[src/common/lcsb_pkg.sv]
// Package: bus-side constants and states of the secondary cache control
package lcsb_pkg;
  localparam int unsigned BEATS      = 4;
  localparam logic [1:0]  LAST_BEAT  = 2'h3;
  localparam int unsigned BR_DELAY   = 2;
  localparam int unsigned CO_TA_MIN  = 2;
  localparam int unsigned LINE_W     = 256;
  localparam int unsigned BEAT_W     = 64;
  localparam int unsigned ADDR_W     = 32;

  typedef enum logic [2:0] {
    ST_IDLE    = 3'h0,
    ST_HIT     = 3'h1,
    ST_MISS    = 3'h2,
    ST_SNP_RTY = 3'h3,
    ST_SNP_BRW = 3'h4,
    ST_WAIT_BG = 3'h5,
    ST_CO_ADDR = 3'h6,
    ST_CO_DATA = 3'h7
  } lcsb_state_e;
endpackage

[src/common/lcsb_cob_if.sv]
// Interface: castout buffer load and drain signals
`timescale 1ns/1ps
interface lcsb_cob_if;
  logic                           load;
  logic [lcsb_pkg::ADDR_W-1:0]    load_addr;
  logic [lcsb_pkg::LINE_W-1:0]    load_line;
  logic                           full;
  logic [lcsb_pkg::ADDR_W-1:0]    addr;
  logic [1:0]                     beat_sel;
  logic [lcsb_pkg::BEAT_W-1:0]    beat;
  logic                           drain_done;
  modport ctrl (output load, load_addr, load_line, beat_sel, drain_done,
                input full, addr, beat);
  modport buf_side (input load, load_addr, load_line, beat_sel, drain_done,
                    output full, addr, beat);
endinterface

[src/rtl/lcsb_beat_cnt.sv]
// Beat counter for one four-beat data tenure
`timescale 1ns/1ps
module lcsb_beat_cnt (
  input  wire logic       REF_CLK,
  input  wire logic       RESETN,
  input  wire logic       CE,
  input  wire logic       clr,
  input  wire logic       step,
  output logic [1:0]      count,
  output logic            last
);
  logic [1:0] cnt_reg, cnt_next;

  always_comb
  begin
    cnt_next = cnt_reg;
    if (clr)
      cnt_next = 2'h0;
    else if (step)
      cnt_next = cnt_reg + 2'h1;
  end

  always_ff @(posedge REF_CLK)
  begin
    if (!RESETN)
      cnt_reg <= 2'h0;
    else if (CE)
      cnt_reg <= cnt_next;
  end

  assign count = cnt_reg;
  assign last  = step && (cnt_reg == lcsb_pkg::LAST_BEAT);
endmodule

[src/rtl/lcsb_cob.sv]
// Castout buffer: one dirty line held for write-back
`timescale 1ns/1ps
module lcsb_cob (
  input  wire logic   REF_CLK,
  input  wire logic   RESETN,
  input  wire logic   CE,
  lcsb_cob_if.buf_side cob
);
  logic                        full_reg, full_next;
  logic [lcsb_pkg::ADDR_W-1:0] addr_reg, addr_next;
  logic [lcsb_pkg::LINE_W-1:0] line_reg, line_next;

  always_comb
  begin
    full_next = full_reg;
    addr_next = addr_reg;
    line_next = line_reg;
    if (cob.drain_done)
      full_next = 1'b0;
    if (cob.load)
    begin
      full_next = 1'b1;
      addr_next = cob.load_addr;
      line_next = cob.load_line;
    end
  end

  always_ff @(posedge REF_CLK)
  begin
    if (!RESETN)
    begin
      full_reg <= 1'b0;
      addr_reg <= '0;
      line_reg <= '0;
    end
    else if (CE)
    begin
      full_reg <= full_next;
      addr_reg <= addr_next;
      line_reg <= line_next;
    end
  end

  assign cob.full = full_reg;
  assign cob.addr = addr_reg;
  assign cob.beat = line_reg[cob.beat_sel*lcsb_pkg::BEAT_W +:
                             lcsb_pkg::BEAT_W];
endmodule

[src/rtl/lcsb_top.sv]
// Bus-side hit, miss, castout and snoop control of the secondary cache
`timescale 1ns/1ps
module lcsb_top (
  input  wire logic                          REF_CLK,
  input  wire logic                          RESETN,
  input  wire logic                          CE,
  input  wire logic                          TRANSFER_START,
  input  wire logic                          WRITE_THROUGH_ATTR,
  input  wire logic                          IS_WRITE,
  input  wire logic                          SNOOP,
  input  wire logic [lcsb_pkg::ADDR_W-1:0]   ADDR,
  input  wire logic                          LOOKUP_HIT,
  input  wire logic                          LOOKUP_DIRTY,
  input  wire logic [lcsb_pkg::ADDR_W-1:0]   VICTIM_ADDR,
  input  wire logic [lcsb_pkg::LINE_W-1:0]   VICTIM_LINE,
  input  wire logic                          ADDRESS_ACK_IN,
  input  wire logic                          TRANSFER_ACK_IN,
  input  wire logic                          PROCESSOR_BUS_REQUEST,
  input  wire logic                          PROCESSOR_DATA_GRANT,
  input  wire logic                          CACHE_BUS_GRANT,
  input  wire logic [lcsb_pkg::BEAT_W-1:0]   HIT_DATA,
  output logic                               HIT_CLAIM,
  output logic                               ADDRESS_ACK_OUT,
  output logic                               ADDRESS_ACK_OE,
  output logic                               ADDRESS_RETRY_OUT,
  output logic                               ADDRESS_RETRY_OE,
  output logic                               TRANSFER_ACK_OUT,
  output logic                               TRANSFER_ACK_OE,
  output logic                               CACHE_BUS_REQUEST,
  output logic                               CO_TRANSFER_START,
  output logic [lcsb_pkg::ADDR_W-1:0]        CO_ADDR,
  output logic                               DATA_OE,
  output logic [lcsb_pkg::BEAT_W-1:0]        DATA_OUT,
  output logic                               LINE_WT,
  output logic                               LINE_UPDATE,
  output logic                               LINE_INVALIDATE,
  output logic                               ARRAY_FILL
);
  lcsb_cob_if cob ();

  lcsb_pkg::lcsb_state_e       st_reg, st_next;
  logic                        wr_reg, wr_next;
  logic [1:0]                  dly_reg, dly_next;
  logic                        address_ack_seen_reg, address_ack_seen_next;
  logic                        claim_reg, claim_next;
  logic                        address_ack_reg, address_ack_next;
  logic                        ta_reg, ta_next;
  logic                        rty_reg, rty_next;
  logic                        br_reg, br_next;
  logic                        ts_reg, ts_next;
  logic                        co_pend_reg, co_pend_next;
  logic                        defer_reg, defer_next;
  logic                        wt_reg, wt_next;
  logic [lcsb_pkg::BEAT_W-1:0] dout_reg, dout_next;
  logic                        dout_oe_reg, dout_oe_next;
  logic [lcsb_pkg::ADDR_W-1:0] snp_addr_reg, snp_addr_next;
  logic                        upd_reg, upd_next;
  logic                        inv_reg, inv_next;
  logic                        fill_reg, fill_next;
  logic                        beat_step, beat_clr, beat_last;
  logic [1:0]                  beat_cnt;
  logic                        hit_ta;

  lcsb_cob u_cob (
    .REF_CLK (REF_CLK),
    .RESETN  (RESETN),
    .CE      (CE),
    .cob     (cob)
  );

  lcsb_beat_cnt u_beat (
    .REF_CLK (REF_CLK),
    .RESETN  (RESETN),
    .CE      (CE),
    .clr     (beat_clr),
    .step    (beat_step),
    .count   (beat_cnt),
    .last    (beat_last)
  );

  // Beat advance: acks standing on the bus, so a parked first ack counts
  assign hit_ta    = (st_reg == lcsb_pkg::ST_HIT) && PROCESSOR_DATA_GRANT;
  assign beat_step = ((st_reg == lcsb_pkg::ST_HIT) && ta_reg)
                   || (((st_reg == lcsb_pkg::ST_MISS)
                        || (st_reg == lcsb_pkg::ST_CO_DATA))
                       && TRANSFER_ACK_IN);
  assign beat_clr  = (st_reg == lcsb_pkg::ST_IDLE);

  // Stage the next beat so data stands in the cycle that is acked
  assign cob.beat_sel   = beat_step ? beat_cnt + 2'h1 : beat_cnt;
  assign cob.drain_done = (st_reg == lcsb_pkg::ST_CO_DATA) && beat_last;
  assign cob.load       = ((st_reg == lcsb_pkg::ST_MISS) && beat_last
                           && dly_reg != 2'h0)
                          || ((st_reg == lcsb_pkg::ST_SNP_BRW)
                              && !PROCESSOR_BUS_REQUEST);
  assign cob.load_addr  = (st_reg == lcsb_pkg::ST_SNP_BRW) ? snp_addr_reg
                                                           : VICTIM_ADDR;
  assign cob.load_line  = VICTIM_LINE;

  always_comb
  begin
    st_next        = st_reg;
    wr_next        = wr_reg;
    dly_next       = dly_reg;
    address_ack_seen_next = address_ack_seen_reg;
    claim_next     = 1'b0;
    address_ack_next      = 1'b0;
    ta_next        = 1'b0;
    rty_next       = 1'b0;
    br_next        = br_reg;
    ts_next        = 1'b0;
    co_pend_next   = co_pend_reg;
    defer_next     = defer_reg;
    wt_next        = 1'b0;
    dout_next      = dout_reg;
    dout_oe_next   = 1'b0;
    snp_addr_next  = snp_addr_reg;
    upd_next       = 1'b0;
    inv_next       = 1'b0;
    fill_next      = 1'b0;
    unique case (st_reg)
      lcsb_pkg::ST_IDLE:
      begin
        if (TRANSFER_START)
        begin
          wr_next = IS_WRITE;
          wt_next = WRITE_THROUGH_ATTR;
          if (SNOOP && LOOKUP_HIT && LOOKUP_DIRTY)
          begin
            rty_next       = 1'b1;
            br_next        = 1'b1;
            address_ack_seen_next = 1'b0;
            snp_addr_next  = ADDR;
            st_next        = lcsb_pkg::ST_SNP_RTY;
          end
          else if (!SNOOP && LOOKUP_HIT && !(IS_WRITE
                   && WRITE_THROUGH_ATTR))
          begin
            claim_next = 1'b1;
            address_ack_next  = 1'b1;
            ta_next    = PROCESSOR_DATA_GRANT;
            dout_oe_next = PROCESSOR_DATA_GRANT && !IS_WRITE;
            dout_next  = HIT_DATA;
            st_next    = lcsb_pkg::ST_HIT;
          end
          else if (!SNOOP && !LOOKUP_HIT)
          begin
            dly_next = LOOKUP_DIRTY ? 2'h1 : 2'h0;
            st_next  = lcsb_pkg::ST_MISS;
          end
        end
        else if (co_pend_reg)
        begin
          br_next = 1'b1;
          st_next = lcsb_pkg::ST_WAIT_BG;
        end
      end
      lcsb_pkg::ST_HIT:
      begin
        claim_next = address_ack_reg;
        if (hit_ta && !beat_last)
        begin
          ta_next      = 1'b1;
          dout_oe_next = !wr_reg;
          dout_next    = HIT_DATA;
        end
        if (beat_last)
          st_next = lcsb_pkg::ST_IDLE;
      end
      lcsb_pkg::ST_MISS:
      begin
        if (dly_reg == 2'h1)
        begin
          br_next  = 1'b1;
          dly_next = 2'h2;
        end
        if (beat_last)
        begin
          fill_next    = 1'b1;
          co_pend_next = dly_reg != 2'h0;
          st_next      = (dly_reg != 2'h0) ? lcsb_pkg::ST_WAIT_BG
                                           : lcsb_pkg::ST_IDLE;
          if (dly_reg != 2'h0)
            br_next = 1'b1;
        end
      end
      lcsb_pkg::ST_SNP_RTY:
      begin
        rty_next = 1'b1;
        if (address_ack_seen_reg)
        begin
          rty_next = 1'b0;
          st_next  = lcsb_pkg::ST_SNP_BRW;
        end
        else if (ADDRESS_ACK_IN)
          address_ack_seen_next = 1'b1;
      end
      lcsb_pkg::ST_SNP_BRW:
      begin
        if (PROCESSOR_BUS_REQUEST)
        begin
          br_next    = 1'b0;
          defer_next = 1'b1;
          upd_next   = !wr_reg;
          inv_next   = wr_reg;
          st_next    = lcsb_pkg::ST_IDLE;
        end
        else
        begin
          co_pend_next = 1'b1;
          st_next      = lcsb_pkg::ST_WAIT_BG;
        end
      end
      lcsb_pkg::ST_WAIT_BG:
      begin
        br_next = 1'b1;
        if (CACHE_BUS_GRANT && !defer_reg)
        begin
          br_next = 1'b0;
          ts_next = 1'b1;
          st_next = lcsb_pkg::ST_CO_ADDR;
        end
      end
      lcsb_pkg::ST_CO_ADDR:
      begin
        // first beat waits for address ack, no earlier data ack
        if (ADDRESS_ACK_IN)
        begin
          dout_oe_next = 1'b1;
          dout_next    = cob.beat;
          st_next      = lcsb_pkg::ST_CO_DATA;
        end
      end
      lcsb_pkg::ST_CO_DATA:
      begin
        dout_oe_next = 1'b1;
        dout_next    = cob.beat;
        if (beat_last)
        begin
          co_pend_next = 1'b0;
          dout_oe_next = 1'b0;
          st_next      = lcsb_pkg::ST_IDLE;
        end
      end
    endcase
    if (defer_reg && !PROCESSOR_BUS_REQUEST)
      defer_next = 1'b0;
  end

  always_ff @(posedge REF_CLK)
  begin
    if (!RESETN)
    begin
      st_reg        <= lcsb_pkg::ST_IDLE;
      wr_reg        <= 1'b0;
      dly_reg       <= 2'h0;
      address_ack_seen_reg <= 1'b0;
      claim_reg     <= 1'b0;
      address_ack_reg      <= 1'b0;
      ta_reg        <= 1'b0;
      rty_reg       <= 1'b0;
      br_reg        <= 1'b0;
      ts_reg        <= 1'b0;
      co_pend_reg   <= 1'b0;
      defer_reg     <= 1'b0;
      wt_reg        <= 1'b0;
      dout_reg      <= '0;
      dout_oe_reg   <= 1'b0;
      snp_addr_reg  <= '0;
      upd_reg       <= 1'b0;
      inv_reg       <= 1'b0;
      fill_reg      <= 1'b0;
    end
    else if (CE)
    begin
      st_reg        <= st_next;
      wr_reg        <= wr_next;
      dly_reg       <= dly_next;
      address_ack_seen_reg <= address_ack_seen_next;
      claim_reg     <= claim_next;
      address_ack_reg      <= address_ack_next;
      ta_reg        <= ta_next;
      rty_reg       <= rty_next;
      br_reg        <= br_next;
      ts_reg        <= ts_next;
      co_pend_reg   <= co_pend_next;
      defer_reg     <= defer_next;
      wt_reg        <= wt_next;
      dout_reg      <= dout_next;
      dout_oe_reg   <= dout_oe_next;
      snp_addr_reg  <= snp_addr_next;
      upd_reg       <= upd_next;
      inv_reg       <= inv_next;
      fill_reg      <= fill_next;
    end
  end

  assign HIT_CLAIM         = claim_reg;
  assign ADDRESS_ACK_OUT   = address_ack_reg;
  assign ADDRESS_ACK_OE    = address_ack_reg;
  assign ADDRESS_RETRY_OUT = rty_reg;
  assign ADDRESS_RETRY_OE  = rty_reg;
  assign TRANSFER_ACK_OUT  = ta_reg;
  assign TRANSFER_ACK_OE   = ta_reg;
  assign CACHE_BUS_REQUEST = br_reg;
  assign CO_TRANSFER_START = ts_reg;
  assign CO_ADDR           = cob.addr;
  assign DATA_OE           = dout_oe_reg;
  assign DATA_OUT          = dout_reg;
  assign LINE_WT           = wt_reg;
  assign LINE_UPDATE       = upd_reg;
  assign LINE_INVALIDATE   = inv_reg;
  assign ARRAY_FILL        = fill_reg;
endmodule

[config.mk]
export PLATFORM = sky130hd
export DESIGN_NAME = lcsb_top
export DESIGN_NICKNAME = d
export VERILOG_FILES = /design/src/common/lcsb_pkg.sv /design/src/common/lcsb_cob_if.sv /design/src/rtl/lcsb_beat_cnt.sv /design/src/rtl/lcsb_cob.sv /design/src/rtl/lcsb_top.sv
export SDC_FILE = /design/constraint.sdc
export NUM_CORES = 1
export LEC_CHECK = 0
export BUFFER_PORTS_ARGS = -buffer_cell sky130_fd_sc_hd__buf_2
export CAP_MARGIN = 10
export CORE_UTILIZATION = 25
export DETAILED_ROUTE_END_ITERATION = 7
export SYNTH_ARGS = -nofsm -noshare
export SYNTH_HDL_FRONTEND = slang
export SYNTH_SLANG_ARGS = --single-unit
[constraint.sdc]
create_clock -name REF_CLK -period 3.1 [get_ports REF_CLK]
set_clock_uncertainty 0.2 [all_clocks]
set_input_delay 0.465 -clock REF_CLK [delete_from_list [all_inputs] [get_ports REF_CLK]]
set_output_delay 0.465 -clock REF_CLK [all_outputs]
set_load 0.03 [all_outputs]
==> impl_metrics.toml, run 1 <==
[outcome]
outcome = "completed"

[clocking]
htree_num_levels = 2
cts-hold-fix-buffers = 345
cts.clk_slew.worst_paths_ns = 0.06
cts-resized-gates = 0
ctsLongestPathBuffers = 3
post_cts_buffers = 0
cts_tree = "done"
clkLatencyLatePin_ns = 0.57
cts_root_buffer = "clkbuf_16"
cts_buffers = 48
clock_sinks = 406

[sta]
tightest_slew_ns = 0.765
relSlewSlack_pct = 49.0
hold_viol_final = 0
drv_slew = 0
tns_ns = 0
fmax_mhz = 366
min_period_over_period_pct = 88.0
period_minus_slack_ns = 2.73
rsz0062_at_grt = "false"
setup_viol = 0

[flow_run]
maxCapViolations = 0

[yosys]
syn_area_um2 = 18900
synth-seq-area-share_pct = 42.9
ys_warn_count = 0
synth_edf_count = 0
ys.flop_type = "dfxtp_1"
postSynthCellCount = 2256
yosys.area.top_type = "dfxtp_1"
avgSynthCellArea_um2 = 8.39
synth_commonest_cells = "nand2_1, dfxtp_1, a21boi_1"
async_flop_share_pct = 0
synth.distinct_cells = 66
ys_ff_latch = 406
syn-num-nets = 2655
synth_top_area_share_pct = 42.9
yosysMostFrequentCell = "nand2_1"
synth.area.top_cells = "dfxtp_1, nand2_1, a21boi_1"

[floorplan]
die_w_um = 277
dieArea_um2 = 76800
pin_count = 508
core_um2 = 74700
rows = 100
initial_utilization_pct = 25.3
die_h_um = 277

[placed_design]
dp_hpwl_um = 46700
gp_congestion = 0.841
portBuffers = 507
placed_area_um2 = 22600
dpl.cell_count = 3580

[layout]
synthToLayoutAreaGrowth_pct = 46.3
fin_area_um2 = 27700
fillers = 7462
drive_above_1_share_pct = 22.9
stdcell_count = 4025
nNetsFinal = 3405
multi_input_area_um2 = 9850
regArea_um2 = 8130
largest_register_ffs = 256

[detailed_routing]
postRouteAntennaNets = 0
firstDrtPassIters = 5
wl_per_cell_um = 18.1
vias = 19800
drc_errors = 0
routed_wl_um = 72700
first_iter_violations = 1187
vias_per_cell = 4.92

[grt]
antenna_found_initial = 20
grt_overflow = 0
grt_pass1_vias = 19900
grt_max_degree = 107
grt.total_usage_pct = 18.3
grt_pass1_wl_um = 112000

[power_and_ir_drop]
leakage_nw = 10.8
powerDensity_nw_per_um2 = 591
vdd_drop_max_uv = 525

[worst_hold_path]
hold_path.class = "input port to register"

[worst_setup_path]
start_kind = "register"
arrival_ns = 3.02
cp-end-kind = "register"
crit_required_ns = 3.40
crit_type = "register to register"
critPathMaxFanout = 36
[report_power, final]
| group | internal (mW) | leakage, nW | switching, mW |
|---|---|---|---|
| clock | 3.60 | 0.814 | 2.37 |
| combinational | 1.68 | 6.71 | 2.63 |
| sequential | 5.75 | 3.28 | 0.340 |
[cell type report]
type / instances / share of cell area (%)
well taps: 969 / 4.38
repair buffers: 917 / 24.5
multi-input cells: 1625 / 35.6
clock inverters: 20 / 0.940
inverters: 8 / 0.108
flip-flops and latches: 406 / 29.4
diodes: 14 / 0.127
clock buffers: 66 / 4.99
[path summary, 6_finish.rpt]
| kind | slack, ns | endpoint | start | cells past startpoint |
|---|---|---|---|---|
| worst max-delay path | 0.37 | u_cob.line_reg[89] | st_reg[2] | 8 |
| worst min-delay path | 0.04 | DATA_OUT[54] | HIT_DATA[54] | 3 |
| worst max register to register | 0.37 | u_cob.line_reg[89] | st_reg[2] | 8 |
| worst min register to register | 0.25 | u_cob.line_reg[16] | u_cob.line_reg[16] | 2 |
[stage by stage]
| step | power, mW | hold WS (ns) | util, % | setup WS, ns |
|---|---|---|---|---|
| global placement | 10.1 | 0.239 | 30.2 | 0.389 |
| global route | 17.1 | 0.0193 | 37.0 | 0.175 |
| finish | 16.4 | 0.0425 | 37.1 | 0.371 |
| detailed placement | 10.1 | 0.244 | 30.2 | 0.369 |
| CTS | 16.5 | 0.00301 | 37.0 | 0.366 |
| floorplan | 8.67 | 0.234 | - | 0.833 |
[worst max-delay path, cell delays in order (launching register included)]
cell	delay, ns
dfxtp_1	0.53
nand4bb_1	0.32
a31o_2	0.30
nor2_2	0.10
o21ai_4	0.46
buf_12	0.28
buf_12	0.19
nand2_1	0.07
a21boi_1	0.15
[placed cells by master, fill, tap and decap left out, types with 36 or more instances in the layout]
master	count
nand2_1	714
buf_2	506
dfxtp_1	405
dlygate4sd3_1	345
a21boi_1	256
mux2i_1	100
o221ai_1	73
o21ai_0	70
a31oi_1	59
clkbuf_16	49
buf_4	41
a21boi_0	36
[cells by family after synthesis]
| logic type | count (synthesis) | synth area share, % |
|---|---|---|
| multiplexers | 125 | 6.78 |
| adder cells (fa/ha/maj) | 1 | 0.0661 |
| AND/OR/NAND/NOR | 793 | 16.8 |
| AO/OA/AOI/OAI | 704 | 27.8 |
| XOR/XNOR | 2 | 0.132 |
| buffers and inverters | 225 | 5.46 |
| flip-flops | 406 | 42.9 |
[routing by layer]
layer,part of all wire (%),up-vias,track usage (%)
met5,0.16,-,0
met4,3.7,18,8.01
met3,6.6,212,4.11
met2,47,773,30.5
met1,43,9281,22.4
li1,-,9514,-
Power figures use the tool's default switching activity.
==> inputs of run 2 (changes only) <==
CORE_MARGIN = 2   (was not set)
PLACE_DENSITY = 0.44   (was not set)
==> run 2 against run 1 <==
Effect of this change: sequential cell count is the same; register-to-register slack lost 0.07 ns; global-route usage increased by 0.45 points; largest power group is now the clock network; cell area increased by 0.72%; hold slack gained 0.0026 ns; maximum frequency fell by 2.6%; core utilization is 0.27 points higher; cell count up 0.35%; sequential power about the same.
==> impl_metrics.toml, run 2 (synthesized netlist as in run 1, its figures left out) <==
[floorplan]
pin_count = 508
dieArea_um2 = 77900
initial_utilization_pct = 25.3
die_h_um = 279
die_w_um = 279
core_um2 = 74700
rows = 100

[detailed_routing]
vias = 19700
vias_per_cell = 4.88
routed_wl_um = 76100
postRouteAntennaNets = 0
firstDrtPassIters = 5
drc_errors = 0
wl_per_cell_um = 18.8
first_iter_violations = 1216

[worst_setup_path]
arrival_ns = 3.10
cp_slowest_cell = "dfxtp_1"
start_kind = "register"
critical_path.top_delay_family = "compound AO/OA/AOI/OAI gates"
crit_type = "register to register"
cpPeakStageDelay_ns = 0.50
crit_chain = "nand4bb_1, a31o_2, nor2_2, o21ai_4, buf_12, nand2_1, a21boi_1"
rrSetupSlack_ns = 0.30
crit_required_ns = 3.40
cp_num_buf_inv = 1
cp-end-kind = "register"
critPathMaxFanout = 129

[sta]
relSlewSlack_pct = 46.1
drv_slew = 0
tightest_slew_ns = 0.809
hold_viol_final = 0
tns_ns = 0
setup_viol = 0
fmax_mhz = 357
period_minus_slack_ns = 2.80
hold_ws_ns = 0.0450
rsz0062_at_grt = "false"
min_period_over_period_pct = 90.4

[layout]
largest_register_ffs = 256
nNetsFinal = 3419
drive_above_1_share_pct = 22.4
final_common_cell = "nand2_1"
synthToLayoutAreaGrowth_pct = 47.3
most-common-layout-cells = "nand2_1, buf_2, dfxtp_1"
stdcell_count = 4039
fin_area_um2 = 27900

[clocking]
cts_root_buffer = "clkbuf_16"
clock_sinks = 406
cts-hold-fix-buffers = 368
cts_buffers = 50
cts-resized-gates = 0
htree_num_levels = 2
cts_tree = "done"
post_cts_buffers = 0
ctsLongestPathBuffers = 3
cts.clk_slew.worst_paths_ns = 0.06
clkLatencyLatePin_ns = 0.58

[placed_design]
dpl.cell_count = 3569
placed_area_um2 = 22500
dp_hpwl_um = 51100
portBuffers = 507
gp_congestion = 0.858

[power_and_ir_drop]
switching_power_mw = 5.32
swShare_pct = 32.3
pwr-share-comb_pct = 26.1
vdd_drop_max_uv = 341
p_seq_share_pct = 36.9
intPower_mw = 11.2
leakage_nw = 10.9
powerDensity_nw_per_um2 = 591
pwr-share-clk_pct = 37.0

[grt]
grt.total_usage_pct = 18.7
antenna_found_initial = 15
grt_max_degree = 130
grt_overflow = 0
grt_pass1_wl_um = 115000
grt_pass1_vias = 19800

[flow_run]
maxCapViolations = 0

[worst_hold_path]
hold_path.class = "input port to register"

[outcome]
outcome = "completed"
-- run 2: changes by cell type in the layout (fill, tap and decap cells not counted), moves of 2 or more --
| cell | before | now |
|---|---|---|
| clkinv_2 | 11 | 4 |
| buf_4 | 41 | 31 |
| clkbuf_8 | 9 | 17 |
| bufinv_16 | 6 | 4 |
| clkbuf_16 | 49 | 51 |
| clkbuf_1 | 8 | 11 |
| dlygate4sd3_1 | 345 | 368 |
-- run 2: worst paths after layout --
| check | depth (start not counted) | end | startpoint |
|---|---|---|---|
| min reg2reg | 2 | u_cob.line_reg[59] | u_cob.line_reg[59] |
| max reg2reg | 7 | u_cob.line_reg[84] | st_reg[1] |
| min | 4 | u_cob.cob.addr[24] | VICTIM_ADDR[24] |
| max | 7 | u_cob.line_reg[84] | st_reg[1] |
-- run 2: layout make-up --
type / instances / area [um2]
repair buffers: 929 / 6920
clock buffers: 79 / 1550
multi-input cells: 1625 / 9840
well taps: 969 / 1210
inverters: 8 / 30.0
fillers: 7580 / 46800
clock inverters: 10 / 158
diodes: 13 / 32.5
flip-flops and latches: 406 / 8130
-- run 2: per-stage QoR --
stage | utilization, % | setup slack [ns] | power, mW
6_report | 37.3 | 0.297 | 16.5
5_1_grt | 37.3 | 0.0926 | 17.3
4_1_cts | 37.3 | 0.318 | 16.7
3_5_place_dp | 30.1 | 0.317 | 10.1
3_3_place_gp | 30.1 | 0.352 | 10.1
2_1_floorplan | - | 0.833 | 8.67
-- run 2: worst reg2reg max path, cell delays in order, from the launching register on --
cell	delay, ns
dfxtp_1	0.50
nand4bb_1	0.31
a31o_2	0.27
nor2_2	0.09
o21ai_4	0.40
buf_12	0.42
nand2_1	0.36
a21boi_1	0.18
-- run 2: power groups by stage --
stage | clock network [mW] | registers [mW] | logic [mW]
2_1_floorplan | 0 | 6.79 | 1.88
3_3_place_gp | 0 | 6.15 | 3.91
3_5_place_dp | 0 | 6.17 | 3.93
4_1_cts | 6.30 | 6.07 | 4.32
5_1_grt | 6.50 | 6.14 | 4.63
6_report | 6.10 | 6.08 | 4.30
-- run 2: per-layer routing --
metal  share of wire (%)  up-vias  track usage (%)
met4                 3.0       10             6.70
met2                  47      653             31.4
li1                    -     9539                -
met3                 6.4      142             3.97
met5               0.087        -                0
met1                  43     9349             23.6
